$ cat src/hw/sotx_map.svh
`ifndef SOTX_MAP_SVH
`define SOTX_MAP_SVH
// apb register offsets
`define SOTX_CTRL_OFS 12'h000
`define SOTX_LINK_OFS 12'h004
`define SOTX_STAT_OFS 12'h008
// control field positions
`define SOTX_C_SOH 0
`define SOTX_C_FULL 1
`define SOTX_C_A1A2 2
`define SOTX_C_B1 3
`define SOTX_C_RDI 4
`define SOTX_C_CFRM 5
`define SOTX_C_CPAR 6
`define SOTX_C_BYP 7
`define SOTX_C_HALF 8
`define SOTX_CTRL_RST 9'h000
`define SOTX_LINK_RST 8'h00
// frame geometry in 32-bit words
`define SOTX_OH_WORDS 11'd36
`define SOTX_SPE_WORDS 11'd1044
`define SOTX_ROW_WORDS 11'd1080
`define SOTX_ROWS 4'd9
`define SOTX_STS_N 8'd48
`define SOTX_FRM_WORDS 11'd24
// fixed overhead values
`define SOTX_A1 8'hF6
`define SOTX_A2 8'h28
`define SOTX_H1_FIRST 8'h62
`define SOTX_H2_FIRST 8'h0A
`define SOTX_H1_OTHER 8'h93
`define SOTX_H2_OTHER 8'hFF
`define SOTX_K2_RDI 8'h06
`define SOTX_SCR_SEED 7'h7F
// nominal rates
`define SOTX_WORD_KHZ 77760
`define SOTX_BYTE_KHZ 311040
`define SOTX_PCLK_KHZ 25000
`endif

$ cat src/hw/sotx_pkg.sv
package sotx_pkg;
  // overhead handling mode
  typedef enum logic [2:0] {
    SOTX_TRANSP = 3'b001,
    SOTX_SOH = 3'b010,
    SOTX_FULL = 3'b100
  } sotx_mode_t;
endpackage

$ cat src/hw/sotx_framer.sv
`timescale 1ns/100ps
`include "sotx_map.svh"
// What this block does
// RL1: auto modes insert F6 and 28 framing
// RL2: parity byte in first STS-1, others 00
// RL3: section mode passes undefined bytes unchanged
// RL4: framing and parity insertion enabled separately
// RL5: section mode may insert K2 on defect
// RL6: full mode values apply to all STS-1s
// RL7: trace ID every fourth STS-1, else 00
// RL8: link number in first user byte
// RL9: pointers 62/0A first, 93/FF others, H3 00
// RL10: K2 06 on defect in first STS-1
// RL11: all other full-mode overhead bytes 00
// RL12: framing corruption inverts framing bytes
// RL13: parity forcing inverts computed parity
// RL14: defect injection forces K2 to 06
// RL15: transparent option inserts no overhead
// RL16: scramble words with 1+x^6+x^7
// RL17: control bit bypasses the scrambler
// RL18: 32-bit words become 8-bit bytes
// RL19: small elastic store between word and byte
// RL20: per-channel half-rate select
// RL21: software keeps half-rate equal per group
// RL22: full rate word clock 77.76 MHz
// RL23: row is 36 overhead then 1044 payload
// RL24: full mode overrides insertion enables
// RL25: fabric clock locked to word clock
// RL26: scrambler reseeds, framing bytes unscrambled
module sotx_framer
  import sotx_pkg::*;
#(
  parameter int DEPTH = 4,
  parameter int BYTE_DIV = 1
) (
  input wire logic pclk,
  input wire logic presetn,
  input wire logic psel,
  input wire logic penable,
  input wire logic pwrite,
  input wire logic [11:0] paddr,
  input wire logic [31:0] pwdata,
  output logic [31:0] prdata,
  output logic pready,
  output logic pslverr,
  input wire logic in_valid,
  input wire logic in_sof,
  input wire logic [31:0] in_data,
  output logic in_ready,
  output logic [7:0] byte_data,
  output logic byte_valid
);
  localparam int AW = $clog2(DEPTH);
  logic [8:0] ctrl_ff;
  logic [7:0] link_ff;
  logic urun_ff;
  logic [31:0] prdata_ff;
  logic [10:0] pos_ff;
  logic [3:0] row_ff;
  logic [6:0] scr_ff;
  logic [7:0] bip_ff;
  logic [7:0] acc_ff;
  logic [31:0] mem [DEPTH];
  logic [AW:0] wr_ff;
  logic [AW:0] rd_ff;
  logic [31:0] sh_ff;
  logic [1:0] rem_ff;
  logic [7:0] byte_ff;
  logic bval_ff;
  logic [1:0] div_ff;
  sotx_mode_t mode;
  logic [10:0] cur_pos;
  logic [3:0] cur_row;
  logic acc;
  logic full;
  logic empty;
  logic tick;
  logic [31:0] oh_word;
  logic [31:0] seq;
  logic [6:0] nxt_scr;
  logic [31:0] wdata;
  logic [7:0] wbip;
  logic [AW:0] level;
  logic wr_acc;
  logic rd_acc;

  // full mode wins over the section mode and its enables
  always_comb begin
    if (!ctrl_ff[`SOTX_C_SOH] && !ctrl_ff[`SOTX_C_FULL]) begin
      mode = SOTX_TRANSP; // RL15
    end else if (ctrl_ff[`SOTX_C_FULL]) begin
      mode = SOTX_FULL; // RL24
    end else begin
      mode = SOTX_SOH;
    end
  end

  // one overhead byte; row and byte index inside the row's overhead
  function automatic logic [7:0] sotx_oh(
    input logic [7:0] in_b,
    input logic [3:0] row,
    input logic [7:0] bidx,
    input sotx_mode_t md,
    input logic [8:0] c,
    input logic [7:0] bip,
    input logic [7:0] link
  );
    logic [1:0] col;
    logic [7:0] sts;
    logic [7:0] v;
    col = 2'(bidx / `SOTX_STS_N);
    sts = bidx % `SOTX_STS_N;
    v = in_b;
    case (md)
      SOTX_FULL: begin
        v = 8'h00; // RL11
        if (row == 4'd0 && col == 2'd0) v = `SOTX_A1; // RL1
        if (row == 4'd0 && col == 2'd1) v = `SOTX_A2; // RL1
        if (row == 4'd0 && col == 2'd2) v = (sts[1:0] == 2'd0) ? sts + 8'h01 : 8'h00; // RL7
        if (row == 4'd1 && col == 2'd0) v = (sts == 8'd0) ? bip : 8'h00; // RL2
        if (row == 4'd1 && col == 2'd2) v = (sts == 8'd0) ? link : 8'h00; // RL8
        if (row == 4'd3 && col == 2'd0) v = (sts == 8'd0) ? `SOTX_H1_FIRST : `SOTX_H1_OTHER; // RL9
        if (row == 4'd3 && col == 2'd1) v = (sts == 8'd0) ? `SOTX_H2_FIRST : `SOTX_H2_OTHER; // RL9
        if (row == 4'd4 && col == 2'd2 && sts == 8'd0 && c[`SOTX_C_RDI]) v = `SOTX_K2_RDI; // RL10 RL14
      end
      SOTX_SOH: begin
        // bytes not named below travel untouched
        if (row == 4'd0 && col == 2'd0 && c[`SOTX_C_A1A2]) v = `SOTX_A1; // RL4
        if (row == 4'd0 && col == 2'd1 && c[`SOTX_C_A1A2]) v = `SOTX_A2; // RL4
        if (row == 4'd1 && col == 2'd0 && c[`SOTX_C_B1]) v = (sts == 8'd0) ? bip : 8'h00; // RL2
        if (row == 4'd4 && col == 2'd2 && sts == 8'd0 && c[`SOTX_C_RDI]) v = `SOTX_K2_RDI; // RL5
      end
      default: v = in_b; // RL15
    endcase
    // error injection acts on whatever leaves the framing slots, and the parity slot outside transparent mode
    if (row == 4'd0 && col != 2'd2 && c[`SOTX_C_CFRM]) v = ~v; // RL12
    if (row == 4'd1 && col == 2'd0 && sts == 8'd0 && c[`SOTX_C_CPAR] && md != SOTX_TRANSP) v = ~v; // RL13
    return v;
  endfunction

  // 32 scrambler bits, first byte on the top lane
  function automatic logic [38:0] sotx_scr(input logic [6:0] s_in);
    logic [6:0] s;
    logic [31:0] q;
    s = s_in;
    q = 32'h0000_0000;
    for (int i = 0; i < 32; i++) begin
      q[31 - i] = s[6];
      s = {s[5:0], s[6] ^ s[5]}; // RL16
    end
    return {q, s};
  endfunction

  // word position: a start-of-frame word forces row 0, word 0
  assign cur_pos = in_sof ? 11'd0 : pos_ff;
  assign cur_row = in_sof ? 4'd0 : row_ff;
  assign full = (wr_ff[AW] != rd_ff[AW]) && (wr_ff[AW-1:0] == rd_ff[AW-1:0]);
  assign empty = (wr_ff == rd_ff);
  assign in_ready = !full;
  assign acc = in_valid && !full;

  // overhead insertion per byte lane
  for (genvar l = 0; l < 4; l++) begin : g_lane
    always_comb begin
      if (cur_pos < `SOTX_OH_WORDS) begin
        oh_word[8*l+:8] = sotx_oh(in_data[8*l+:8], cur_row, {cur_pos[5:0], 2'(3 - l)},
          mode, ctrl_ff, bip_ff, link_ff); // RL6
      end else begin
        oh_word[8*l+:8] = in_data[8*l+:8];
      end
    end
  end

  // framing words stay in the clear; the reseed lands on the word after them
  always_comb begin
    {seq, nxt_scr} = sotx_scr(scr_ff);
    if (cur_row == 4'd0 && cur_pos < `SOTX_FRM_WORDS) begin
      wdata = oh_word; // RL26
      nxt_scr = (cur_pos == `SOTX_FRM_WORDS - 11'd1) ? `SOTX_SCR_SEED : scr_ff; // RL26
    end else if (ctrl_ff[`SOTX_C_BYP]) begin
      wdata = oh_word; // RL17
    end else begin
      wdata = oh_word ^ seq; // RL16
    end
    wbip = wdata[31:24] ^ wdata[23:16] ^ wdata[15:8] ^ wdata[7:0];
  end

  // frame counters: 36 overhead words then 1044 payload words per row
  always_ff @(posedge pclk or negedge presetn) begin
    if (!presetn) begin
      pos_ff <= 11'd0;
      row_ff <= 4'd0;
    end else if (acc) begin
      if (cur_pos == `SOTX_ROW_WORDS - 11'd1) begin // RL23
        pos_ff <= 11'd0;
        row_ff <= (cur_row == `SOTX_ROWS - 4'd1) ? 4'd0 : cur_row + 4'd1;
      end else begin
        pos_ff <= cur_pos + 11'd1;
        row_ff <= cur_row;
      end
    end
  end

  // scrambler state
  always_ff @(posedge pclk or negedge presetn) begin
    if (!presetn) begin
      scr_ff <= `SOTX_SCR_SEED;
    end else if (acc) begin
      scr_ff <= nxt_scr;
    end
  end

  // parity over the scrambled frame, used in the following frame
  always_ff @(posedge pclk or negedge presetn) begin
    if (!presetn) begin
      acc_ff <= 8'h00;
      bip_ff <= 8'h00;
    end else if (acc) begin
      if (cur_row == 4'd0 && cur_pos == 11'd0) begin
        bip_ff <= acc_ff; // RL2
        acc_ff <= wbip;
      end else begin
        acc_ff <= acc_ff ^ wbip;
      end
    end
  end

  // byte rate divider; half rate skips every other slot
  always_ff @(posedge pclk or negedge presetn) begin
    if (!presetn) begin
      div_ff <= 2'd0;
    end else if (tick || BYTE_DIV < 1) begin
      div_ff <= 2'd0;
    end else begin
      div_ff <= div_ff + 2'd1;
    end
  end
  assign tick = ctrl_ff[`SOTX_C_HALF] ? (div_ff == 2'(2 * BYTE_DIV - 1)) : (div_ff == 2'(BYTE_DIV - 1)); // RL20

  // elastic store; width conversion stalls the source through in_ready
  assign wr_acc = acc;
  assign rd_acc = tick && rem_ff == 2'd0 && !empty; // RL22
  assign level = wr_ff - rd_ff;
  always_ff @(posedge pclk) begin
    if (wr_acc) begin
      mem[wr_ff[AW-1:0]] <= wdata; // RL19
    end
  end
  always_ff @(posedge pclk or negedge presetn) begin
    if (!presetn) begin
      wr_ff <= '0;
      rd_ff <= '0;
    end else begin
      if (wr_acc) wr_ff <= wr_ff + 1'b1;
      if (rd_acc) rd_ff <= rd_ff + 1'b1;
    end
  end

  // serial byte side, most significant byte first
  always_ff @(posedge pclk or negedge presetn) begin
    if (!presetn) begin
      sh_ff <= 32'h0000_0000;
      rem_ff <= 2'd0;
      byte_ff <= 8'h00;
      bval_ff <= 1'b0;
    end else if (rd_acc) begin
      byte_ff <= mem[rd_ff[AW-1:0]][31:24]; // RL18
      sh_ff <= {mem[rd_ff[AW-1:0]][23:0], 8'h00};
      rem_ff <= 2'd3;
      bval_ff <= 1'b1;
    end else if (tick && rem_ff != 2'd0) begin
      byte_ff <= sh_ff[31:24]; // RL18
      sh_ff <= {sh_ff[23:0], 8'h00};
      rem_ff <= rem_ff - 2'd1;
      bval_ff <= 1'b1;
    end else begin
      bval_ff <= 1'b0;
    end
  end
  assign byte_data = byte_ff;
  assign byte_valid = bval_ff;

  // apb: zero wait, read data captured in the setup cycle
  assign pready = 1'b1;
  assign pslverr = psel && penable && paddr != `SOTX_CTRL_OFS && paddr != `SOTX_LINK_OFS &&
    paddr != `SOTX_STAT_OFS;
  assign prdata = prdata_ff;
  always_ff @(posedge pclk or negedge presetn) begin
    if (!presetn) begin
      ctrl_ff <= `SOTX_CTRL_RST;
      link_ff <= `SOTX_LINK_RST;
    end else if (psel && penable && pwrite) begin
      if (paddr == `SOTX_CTRL_OFS) ctrl_ff <= pwdata[8:0];
      if (paddr == `SOTX_LINK_OFS) link_ff <= pwdata[7:0];
    end
  end

  // underrun: a slot with nothing to send; set beats a same-cycle clear
  always_ff @(posedge pclk or negedge presetn) begin
    if (!presetn) begin
      urun_ff <= 1'b0;
    end else if (tick && rem_ff == 2'd0 && empty) begin
      urun_ff <= 1'b1;
    end else if (psel && penable && pwrite && paddr == `SOTX_STAT_OFS && pwdata[0]) begin
      urun_ff <= 1'b0;
    end
  end

  // read mux
  always_ff @(posedge pclk or negedge presetn) begin
    if (!presetn) begin
      prdata_ff <= 32'h0000_0000;
    end else if (psel && !penable) begin
      case (paddr)
        `SOTX_CTRL_OFS: prdata_ff <= {23'h0, ctrl_ff};
        `SOTX_LINK_OFS: prdata_ff <= {24'h0, link_ff};
        `SOTX_STAT_OFS: prdata_ff <= {20'h0, 4'(level), row_ff, 3'h0, urun_ff};
        default: prdata_ff <= 32'h0000_0000;
      endcase
    end
  end

  // checks
  a_a1_insert: assert property (@(posedge pclk) disable iff (!presetn) // RL1
    acc && cur_row == 4'd0 && cur_pos == 11'd0 && mode == SOTX_FULL && !ctrl_ff[`SOTX_C_CFRM]
    |-> wdata == 32'hF6F6F6F6) else $error("framing A1 not inserted");
  a_a2_corrupt: assert property (@(posedge pclk) disable iff (!presetn) // RL12
    acc && cur_row == 4'd0 && cur_pos == 11'd12 && mode == SOTX_FULL && ctrl_ff[`SOTX_C_CFRM]
    |-> wdata == 32'hD7D7D7D7) else $error("framing A2 not inverted");
  a_b1_others: assert property (@(posedge pclk) disable iff (!presetn) // RL2
    acc && cur_row == 4'd1 && cur_pos == 11'd5 && mode == SOTX_FULL
    |-> oh_word == 32'h0000_0000) else $error("parity byte of later STS-1 not zero");
  a_h1_first: assert property (@(posedge pclk) disable iff (!presetn) // RL9
    acc && cur_row == 4'd3 && cur_pos == 11'd0 && mode == SOTX_FULL
    |-> oh_word == 32'h62939393) else $error("pointer H1 wrong");
  a_k2_defect: assert property (@(posedge pclk) disable iff (!presetn) // RL14
    acc && cur_row == 4'd4 && cur_pos == 11'd24 && mode != SOTX_TRANSP && ctrl_ff[`SOTX_C_RDI]
    |-> oh_word[31:24] == 8'h06) else $error("K2 defect code missing");
  a_f1_link: assert property (@(posedge pclk) disable iff (!presetn) // RL8
    acc && cur_row == 4'd1 && cur_pos == 11'd24 && mode == SOTX_FULL
    |-> oh_word == {link_ff, 24'h000000}) else $error("link number misplaced");
  a_transparent: assert property (@(posedge pclk) disable iff (!presetn) // RL15
    acc && mode == SOTX_TRANSP |-> oh_word == in_data) else $error("transparent word altered");
  a_scr_reseed: assert property (@(posedge pclk) disable iff (!presetn) // RL26
    acc && cur_row == 4'd0 && cur_pos == 11'd23 |=> scr_ff == 7'h7F) else $error("scrambler not reseeded");
  a_bypass: assert property (@(posedge pclk) disable iff (!presetn) // RL17
    acc && ctrl_ff[`SOTX_C_BYP] |-> wdata == oh_word) else $error("bypass still scrambles");
  a_byte_order: assert property (@(posedge pclk) disable iff (!presetn) // RL18
    tick && rem_ff != 2'd0 |=> byte_valid && byte_data == $past(sh_ff[31:24]))
    else $error("byte order broken");
  a_half_rate: assert property (@(posedge pclk) disable iff (!presetn) // RL20
    ctrl_ff[`SOTX_C_HALF] && $past(ctrl_ff[`SOTX_C_HALF]) && tick |=> !tick) else $error("half rate too fast");

  // later lanes and rows of the overhead, store bound, frame start and row length
  a_j0_ident: assert property (@(posedge pclk) disable iff (!presetn) // RL7
    acc && cur_row == 4'd0 && cur_pos == 11'd24 && mode == SOTX_FULL
    |-> oh_word == 32'h0100_0000) else $error("trace byte wrong");
  a_h2_other: assert property (@(posedge pclk) disable iff (!presetn) // RL9
    acc && cur_row == 4'd3 && cur_pos == 11'd13 && mode == SOTX_FULL
    |-> oh_word == 32'hFFFF_FFFF) else $error("pointer H2 of later STS-1 wrong");
  a_k2_others: assert property (@(posedge pclk) disable iff (!presetn) // RL10
    acc && cur_row == 4'd4 && cur_pos == 11'd24 && mode == SOTX_FULL
    |-> oh_word[23:0] == 24'h00_0000) else $error("K2 of later STS-1 not zero");
  a_b1_invert: assert property (@(posedge pclk) disable iff (!presetn) // RL13
    acc && cur_row == 4'd1 && cur_pos == 11'd0 && mode == SOTX_FULL && ctrl_ff[`SOTX_C_CPAR]
    |-> oh_word[31:24] == ~bip_ff) else $error("parity byte not inverted");
  a_soh_pass: assert property (@(posedge pclk) disable iff (!presetn) // RL3
    acc && cur_row == 4'd2 && cur_pos < `SOTX_OH_WORDS && mode == SOTX_SOH
    |-> oh_word == in_data) else $error("section mode altered a passed byte");
  a_store_bound: assert property (@(posedge pclk) disable iff (!presetn) // RL19
    level <= (AW+1)'(DEPTH)) else $error("store fill beyond depth");
  a_sof_restart: assert property (@(posedge pclk) disable iff (!presetn) // RL23
    acc && in_sof |=> pos_ff == 11'd1 && row_ff == 4'd0) else $error("frame start not honoured");
  a_row_wrap: assert property (@(posedge pclk) disable iff (!presetn) // RL23
    acc && cur_pos == `SOTX_ROW_WORDS - 11'd1 |=> pos_ff == 11'd0) else $error("row length wrong");
endmodule

$ cat config.mk
export PLATFORM = sky130hd
export DESIGN_NAME = sotx_framer
export DESIGN_NICKNAME = d
export VERILOG_FILES = /design/src/hw/sotx_pkg.sv /design/src/hw/sotx_framer.sv
export VERILOG_INCLUDE_DIRS = /design/src /design/src/hw
export SDC_FILE = /design/constraint.sdc
export NUM_CORES = 1
export LEC_CHECK = 0
export BUFFER_PORTS_ARGS = -buffer_cell sky130_fd_sc_hd__buf_2
export CORE_ASPECT_RATIO = 0.6
export CORE_MARGIN = 8
export CORE_UTILIZATION = 56
export CTS_BUF_LIST = sky130_fd_sc_hd__clkbuf_8
export CTS_CLUSTER_SIZE = 25
export DETAILED_ROUTE_END_ITERATION = 10
export PLACE_DENSITY = 0.84
export SYNTH_ARGS = -nofsm -noshare
export SYNTH_HDL_FRONTEND = slang
export SYNTH_SLANG_ARGS = --single-unit
export TNS_END_PERCENT = 20
$ cat constraint.sdc
create_clock -name pclk -period 4.5 [get_ports pclk]
set_input_delay 0 -clock pclk [delete_from_list [all_inputs] [get_ports pclk]]
set_output_delay 0 -clock pclk [all_outputs]
set_load 0.05 [all_outputs]
==> impl_metrics.env, run 1 <==
export IMPL_drtIter0Drc=1498
export IMPL_multiInputGateArea_um2=6820
export IMPL_crit_chain="inv_1 > nor2_4 > inv_1 > ha_4 > buf_4 > inv_2 > nor4_1 > mux2i_1 > o21ai_0 > buf_4 > a21oi_1 > a211oi_4 > o22ai_1 > xnor2_1 > xnor3_2 > xnor2_2 > mux2i_1 > a21oi_1"
export IMPL_seq_area_frac_synth_pct=48.4
export IMPL_fp_dieArea_um2=29800
export IMPL_portBuffers=81
export IMPL_rows=44
export IMPL_ir_drop_mv=0.245
export IMPL_synth_edff_count=128
export IMPL_clock_latency_ps=560
export IMPL_drive_gt1_share_pct=26.9
export IMPL_path_max_fanout=7
export IMPL_async_flop_share_pct=46.2
export IMPL_grt_pass1_wl_mm=62.7
export IMPL_finalHoldViolCount=0
export IMPL_yosys_most_used_dff="edfxtp_1"
export IMPL_synth_seq_cells=238
export IMPL_power_mw=6.76
export IMPL_syn_area_um2=13700
export IMPL_fin_setup_tns_ps=0
export IMPL_synthCells=1263
export IMPL_p_leak_nw=6.17
export IMPL_initial_core_util_pct=56.8
export IMPL_fmax_mhz=224
export IMPL_rsz0062_at_grt="yes"
export IMPL_yosysUniqueCellTypes=92
export IMPL_design_area_um2=16200
export IMPL_hold_path_class="input port to register"
export IMPL_clock_sinks=238
export IMPL_outcome="completed"
export IMPL_dr_pass1_iters=5
export IMPL_worstPathArrival_ps=4900
export IMPL_clk_path_buf_depth=3
export IMPL_viasPerCell=6.19
export IMPL_layout_commonest_cell="nand2_1"
export IMPL_gp_congestion=0.978
export IMPL_setup_violations=0
export IMPL_cts_tree="built"
export IMPL_grt_overflow_total=0
export IMPL_grt_start_max_net_pins=60
export IMPL_placed_area_um2=14900
export IMPL_setup_ws_ps=31.5
export IMPL_avgSynthCellArea_um2=10.8
export IMPL_drc=0
export IMPL_finalCriticalPeriod_ps=4470
export IMPL_coreArea_um2=24100
export IMPL_maxCapViolCount=0
export IMPL_tightest_slew_ps=1240
export IMPL_finalCritPeriodShare_pct=99.3
export IMPL_fill_cells=1796
export IMPL_fin_nets=1550
export IMPL_pin_count=127
export IMPL_path_class="register to register"
export IMPL_wl_per_cell_um=22.6
export IMPL_yosysWarnings=0
export IMPL_fin_hold_ws_ps=39.7
export IMPL_critPathLaunchType="register"
export IMPL_antenna_found_initial=1
export IMPL_hpwlAfterDp_mm=29.8
export IMPL_grt_usage_pct=27.2
export IMPL_clock_root_buffer="clkbuf_8"
export IMPL_cts_buffers=37
export IMPL_fp_dieW_um=218
export IMPL_place_ws_ps=13.6
export IMPL_ff_latch_area_um2=6610
export IMPL_fin_skew_ps=25.2
export IMPL_drv_slew=0
export IMPL_end_kind="register"
export IMPL_slew_headroom_pct=16.6
export IMPL_power_density_nw_per_um2=418
export IMPL_routed_wl_mm=40.6
export IMPL_path_clk_slew_ps=70
export IMPL_layout_common_cells="nand2_1 (158), edfxtp_1 (128), buf_4 (123)"
export IMPL_route_vias_total=11100
export IMPL_syn2layout_area_growth_pct=18.3
export IMPL_grt_pass1_vias=10600
export IMPL_cpMaxStageDelayCell="xnor3_2"
export IMPL_cp_required_ps=4930
export IMPL_die_h_um=137
export IMPL_ant_nets=0
export IMPL_ctsHtreeMaxLevel=2
export IMPL_slowest_delay_ps=540
==> final timing paths <==
kind / startpoint / endpoint / slack, ps / cells past startpoint
setup / recovery: pos_ff[5]$_DFFE_PN0P_ / acc_ff[6]$_DFFE_PN0P_ / 30 / 18
setup reg to reg: pos_ff[5]$_DFFE_PN0P_ / acc_ff[6]$_DFFE_PN0P_ / 30 / 18
max in group asynchronous: presetn / rd_ff[0]$_DFFE_PN0P_ / 3160 / 3
hold reg to reg: div_ff[0]$_DFF_PN0_ / div_ff[0]$_DFF_PN0_ / 470 / 1
hold / removal: in_data[18] / mem[0][18]$_DFFE_PP_ / 40 / 4
min in group asynchronous: presetn / prdata[6]$_DFFE_PN0P_ / 70 / 2
==> power by group <==
part / total (mW) / internal (mW) / leakage, nW / switching [mW]
Clock: 1.76 / 0.893 / 0.400 / 0.868
Combinational: 2.13 / 0.735 / 3.46 / 1.39
Sequential: 2.87 / 2.68 / 2.31 / 0.189
==> critical path, delay by kind of cell (launching register included) <==
family,cells,cell delay (ps)
fa+ha+maj,1,300
simple gates,2,610
compound gates,5,920
buf+inv,5,580
flops,1,360
xor+xnor,3,1030
mux,2,550
==> logic make-up after synthesis <==
logic type      share of synthesized area (%)
simple gates                             13.0
compound gates                           15.9
flops                                    48.4
buf+inv                                  4.33
xor+xnor                                 7.50
mux                                      9.05
fa+ha+maj                                1.80
other cells                            0.0550
==> through the flow <==
stage               cells  util, %
floorplan            1283        -
CTS                  1791     65.8
finish               1800     67.2
global placement     1705     62.1
detailed placement   1705     62.1
global route         1800     67.2
==> registers in the layout (all words and copies together) (netlist names) <==
| register | cells |
|---|---|
| urun_ff | 1 |
| acc_ff | 8 |
| link_ff | 8 |
| mem | 128 |
| sh_ff | 24 |
| scr_ff | 7 |
| prdata | 11 |
| byte_data | 8 |
| rem_ff | 2 |
| bip_ff | 8 |
| div_ff | 2 |
| rd_ff | 3 |
| pos_ff | 11 |
| wr_ff | 3 |
| ctrl_ff | 9 |
| byte_valid | 1 |
| row_ff | 4 |
==> layout make-up <==
type | instances | share of cell area, %
Antenna cell | 1 | 0.0155
Clock buffer | 37 | 3.15
Clock inverter | 31 | 1.18
Inverter | 30 | 0.697
Multi-Input combinational cell | 920 | 42.2
Sequential cell | 238 | 40.9
Tap cell | 322 | 2.49
Timing Repair Buffer | 221 | 9.35
==> repair_timing <==
item / in CTS / in global routing
cloned: 0 / 0
setup endpoints to repair: 3 / 16
setup buffers: 0 / 8
pin swaps: 1 / 13
endpoints found under the hold margin: 86 / 0
gates resized for setup: 5 / 50
hold buffers: 18 / 0
==> synth_stat cells (12+ instances only) <==
cell type	n	share of area, %
nand2_1	158	4.3
edfxtp_1	128	28
nor2_1	109	3.0
dfrtp_1	103	19
a21oi_1	69	2.5
xnor2_1	64	4.1
o21ai_0	60	2.2
clkbuf_1	47	1.3
mux4_2	32	5.3
a31oi_1	29	1.3
inv_1	27	0.74
mux2_2	25	2.1
buf_4	24	1.3
mux2i_1	22	1.6
xor2_1	19	1.2
ha_1	18	1.6
o22ai_1	17	0.78
nand3_1	16	0.59
and3_1	15	0.69
buf_2	14	0.51
nor3_1	14	0.51
a211oi_1	12	0.66
a22o_1	12	0.77
==> per-layer routing <==
layer / part of all wire [%] / routed length [µm] / global-route usage [%] / vias to the layer above
met3: 13 / 5470 / 9.36 / 61
met5: 0 / 0 / 0 / -
met1: 46 / 18600 / 42.1 / 5438
li1: - / - / - / 4981
met4: 1.5 / 624 / 5.84 / 0
met2: 39 / 15900 / 35.8 / 661
Power figures use the tool's default switching activity.
==> run 2, diff against run 1 <==
CORE_MARGIN = default   (was 8)
CORE_UTILIZATION = 60   (was 56)
PLACE_DENSITY = 0.85   (was 0.84)
clock period = 5.5 ns   (was 4.5 ns; I/O delays follow)
==> impl_metrics.env, run 2 (synthesis gave the netlist of run 1 again) <==
export IMPL_clock_latency_ps=550
export IMPL_fin_nets=1468
export IMPL_fin_skew_ps=30.6
export IMPL_rows=42
export IMPL_power_density_nw_per_um2=353
export IMPL_hold_path_class="input port to register"
export IMPL_routed_wl_mm=37.4
export IMPL_ir_drop_mv=0.245
export IMPL_timing_rr_start="pos_ff[5]$_DFFE_PN0P_"
export IMPL_crit_chain="inv_1 > nor2_1 > inv_1 > ha_1 > nor2b_1 > o311ai_1 > nor2_1 > a211oi_2 > buf_4 > a211o_1 > a21oi_1 > a211oi_4 > o22ai_1 > xnor2_1 > xnor3_1 > xnor2_2 > mux2i_1 > a21oi_1"
export IMPL_worstPathArrival_ps=5610
export IMPL_portBuffers=81
export IMPL_clock_root_buffer="clkbuf_8"
export IMPL_viasPerCell=6.39
export IMPL_hold_end="prdata[7]$_DFFE_PN0P_"
export IMPL_cpMaxStageDelayCell="a211oi_2"
export IMPL_layout_commonest_cell="nand2_1"
export IMPL_grt_pass1_wl_mm=58.0
export IMPL_fp_dieArea_um2=23400
export IMPL_critPathLaunchType="register"
export IMPL_end_kind="register"
export IMPL_fp_dieW_um=197
export IMPL_critPathLaunch="pos_ff[5]$_DFFE_PN0P_"
export IMPL_slew_headroom_pct=14.4
export IMPL_r2r_end="acc_ff[6]$_DFFE_PN0P_"
export IMPL_drtIter0Drc=1276
export IMPL_finalHoldViolCount=0
export IMPL_route_vias_total=10900
export IMPL_slowest_delay_ps=500
export IMPL_grt_overflow_total=0
export IMPL_multiInputGateArea_um2=6570
export IMPL_pin_count=127
export IMPL_gp_congestion=1.07
export IMPL_grt_usage_pct=32.9
export IMPL_min_path_cells=4
export IMPL_layout_common_cells="nand2_1 (158), edfxtp_1 (128), nor2_1 (109)"
export IMPL_p_leak_nw=5.75
export IMPL_grt_pass1_vias=10300
export IMPL_grt_start_max_net_pins=80
export IMPL_drv_slew=0
export IMPL_maxCapViolCount=0
export IMPL_largest_reg_flops=128
export IMPL_cts_setup_buffers=0
export IMPL_r2r_cells=18
export IMPL_dr_pass1_iters=5
export IMPL_fill_cells=1626
export IMPL_ff_latch_area_um2=6610
export IMPL_coreArea_um2=22200
export IMPL_path_clk_slew_ps=70
export IMPL_fin_hold_ws_ps=49.0
export IMPL_die_h_um=119
export IMPL_wl_per_cell_um=22.0
export IMPL_clk_path_buf_depth=3
export IMPL_hpwlAfterDp_mm=27.0
export IMPL_clock_sinks=238
export IMPL_tightest_slew_ps=1280
export IMPL_initial_core_util_pct=61.6
export IMPL_rsz0062_at_grt="no"
export IMPL_cp_required_ps=5930
export IMPL_setup_violations=0
export IMPL_fmax_mhz=193
export IMPL_fin_setup_tns_ps=0
export IMPL_finalCriticalPeriod_ps=5190
export IMPL_path_max_fanout=9
export IMPL_syn2layout_area_growth_pct=11.6
export IMPL_drc=0
export IMPL_antenna_found_initial=0
export IMPL_drive_gt1_share_pct=20.4
export IMPL_ctsHtreeMaxLevel=2
export IMPL_cts_tree="built"
export IMPL_ant_nets=0
export IMPL_r2r_slack_ps=310
export IMPL_finalCritPeriodShare_pct=94.3
export IMPL_outcome="completed"
export IMPL_worstHoldStart="paddr[10]"
export IMPL_cts_buffers=35
export IMPL_path_class="register to register"
-- run 2: cell count changes in the layout (fill, tap and decap cells not counted), moves of 3 or more --
cell      change
clkbuf_8      +3
buf_4        -82
clkinv_1      -3
xnor3_1       +3
xnor3_2       -3
-- run 2: metal layers --
layer  vias up  track usage [%]  wire (µm)
li1       4819                -          -
met1      5325             50.6      16700
met2       676             44.1      14900
met3        56             12.0       5300
met4         0             6.93        538
met5         -                0          0
-- run 2: worst max-delay path by stage --
stage,to
3_5_place_dp,acc_ff[4]$_DFFE_PN0P_
3_3_place_gp,acc_ff[4]$_DFFE_PN0P_
6_report,acc_ff[6]$_DFFE_PN0P_
2_1_floorplan,acc_ff[2]$_DFFE_PN0P_
5_1_grt,acc_ff[1]$_DFFE_PN0P_
4_1_cts,acc_ff[4]$_DFFE_PN0P_
-- run 2: repair_timing --
action / in CTS / in global routing
hold buffers: 20 / 0
gates resized for setup: 0 / 4
setup endpoints to repair: 0 / 2
hold endpoints to repair: 63 / 0
-- run 2: power breakdown --
| group | total [mW] | switching (mW) | internal (mW) |
|---|---|---|---|
| registers | 2.34 | 0.151 | 2.19 |
| logic | 1.68 | 1.11 | 0.568 |
| clock network | 1.35 | 0.682 | 0.671 |
-- run 2: stage by stage --
step	cell area (µm²)	util, %	instances	worst slack, ps	power (mW)
global placement	14400	64.8	1617	510	3.96
CTS	15200	68.6	1700	355	5.39
detailed placement	14400	64.8	1617	385	4.03
global route	15200	68.8	1700	85.1	5.65
floorplan	13700	-	1283	1220	3.57
finish	15200	68.8	1701	313	5.38
-- run 2: area by class of cell --
| cell class | instances | share of cell area [%] |
|---|---|---|
| timing repair buffer | 141 | 6.02 |
| clock inverter | 23 | 0.673 |
| sequential | 238 | 43.3 |
| tap | 308 | 2.53 |
| antenna | 1 | 0.0164 |
| clock buffer | 40 | 3.61 |
| multi-input combinational | 920 | 43.1 |
| inverter | 30 | 0.738 |
-- run 2: critical path: cells and delay by family (launching register included) --
kind	cells	cell delay, ps
adder cells (fa/ha/maj)	1	450
flip-flops	1	490
multiplexers	1	200
buffers and inverters	3	520
AND/OR/NAND/NOR	3	510
AO/OA/AOI/OAI	7	1810
XOR/XNOR	3	1080
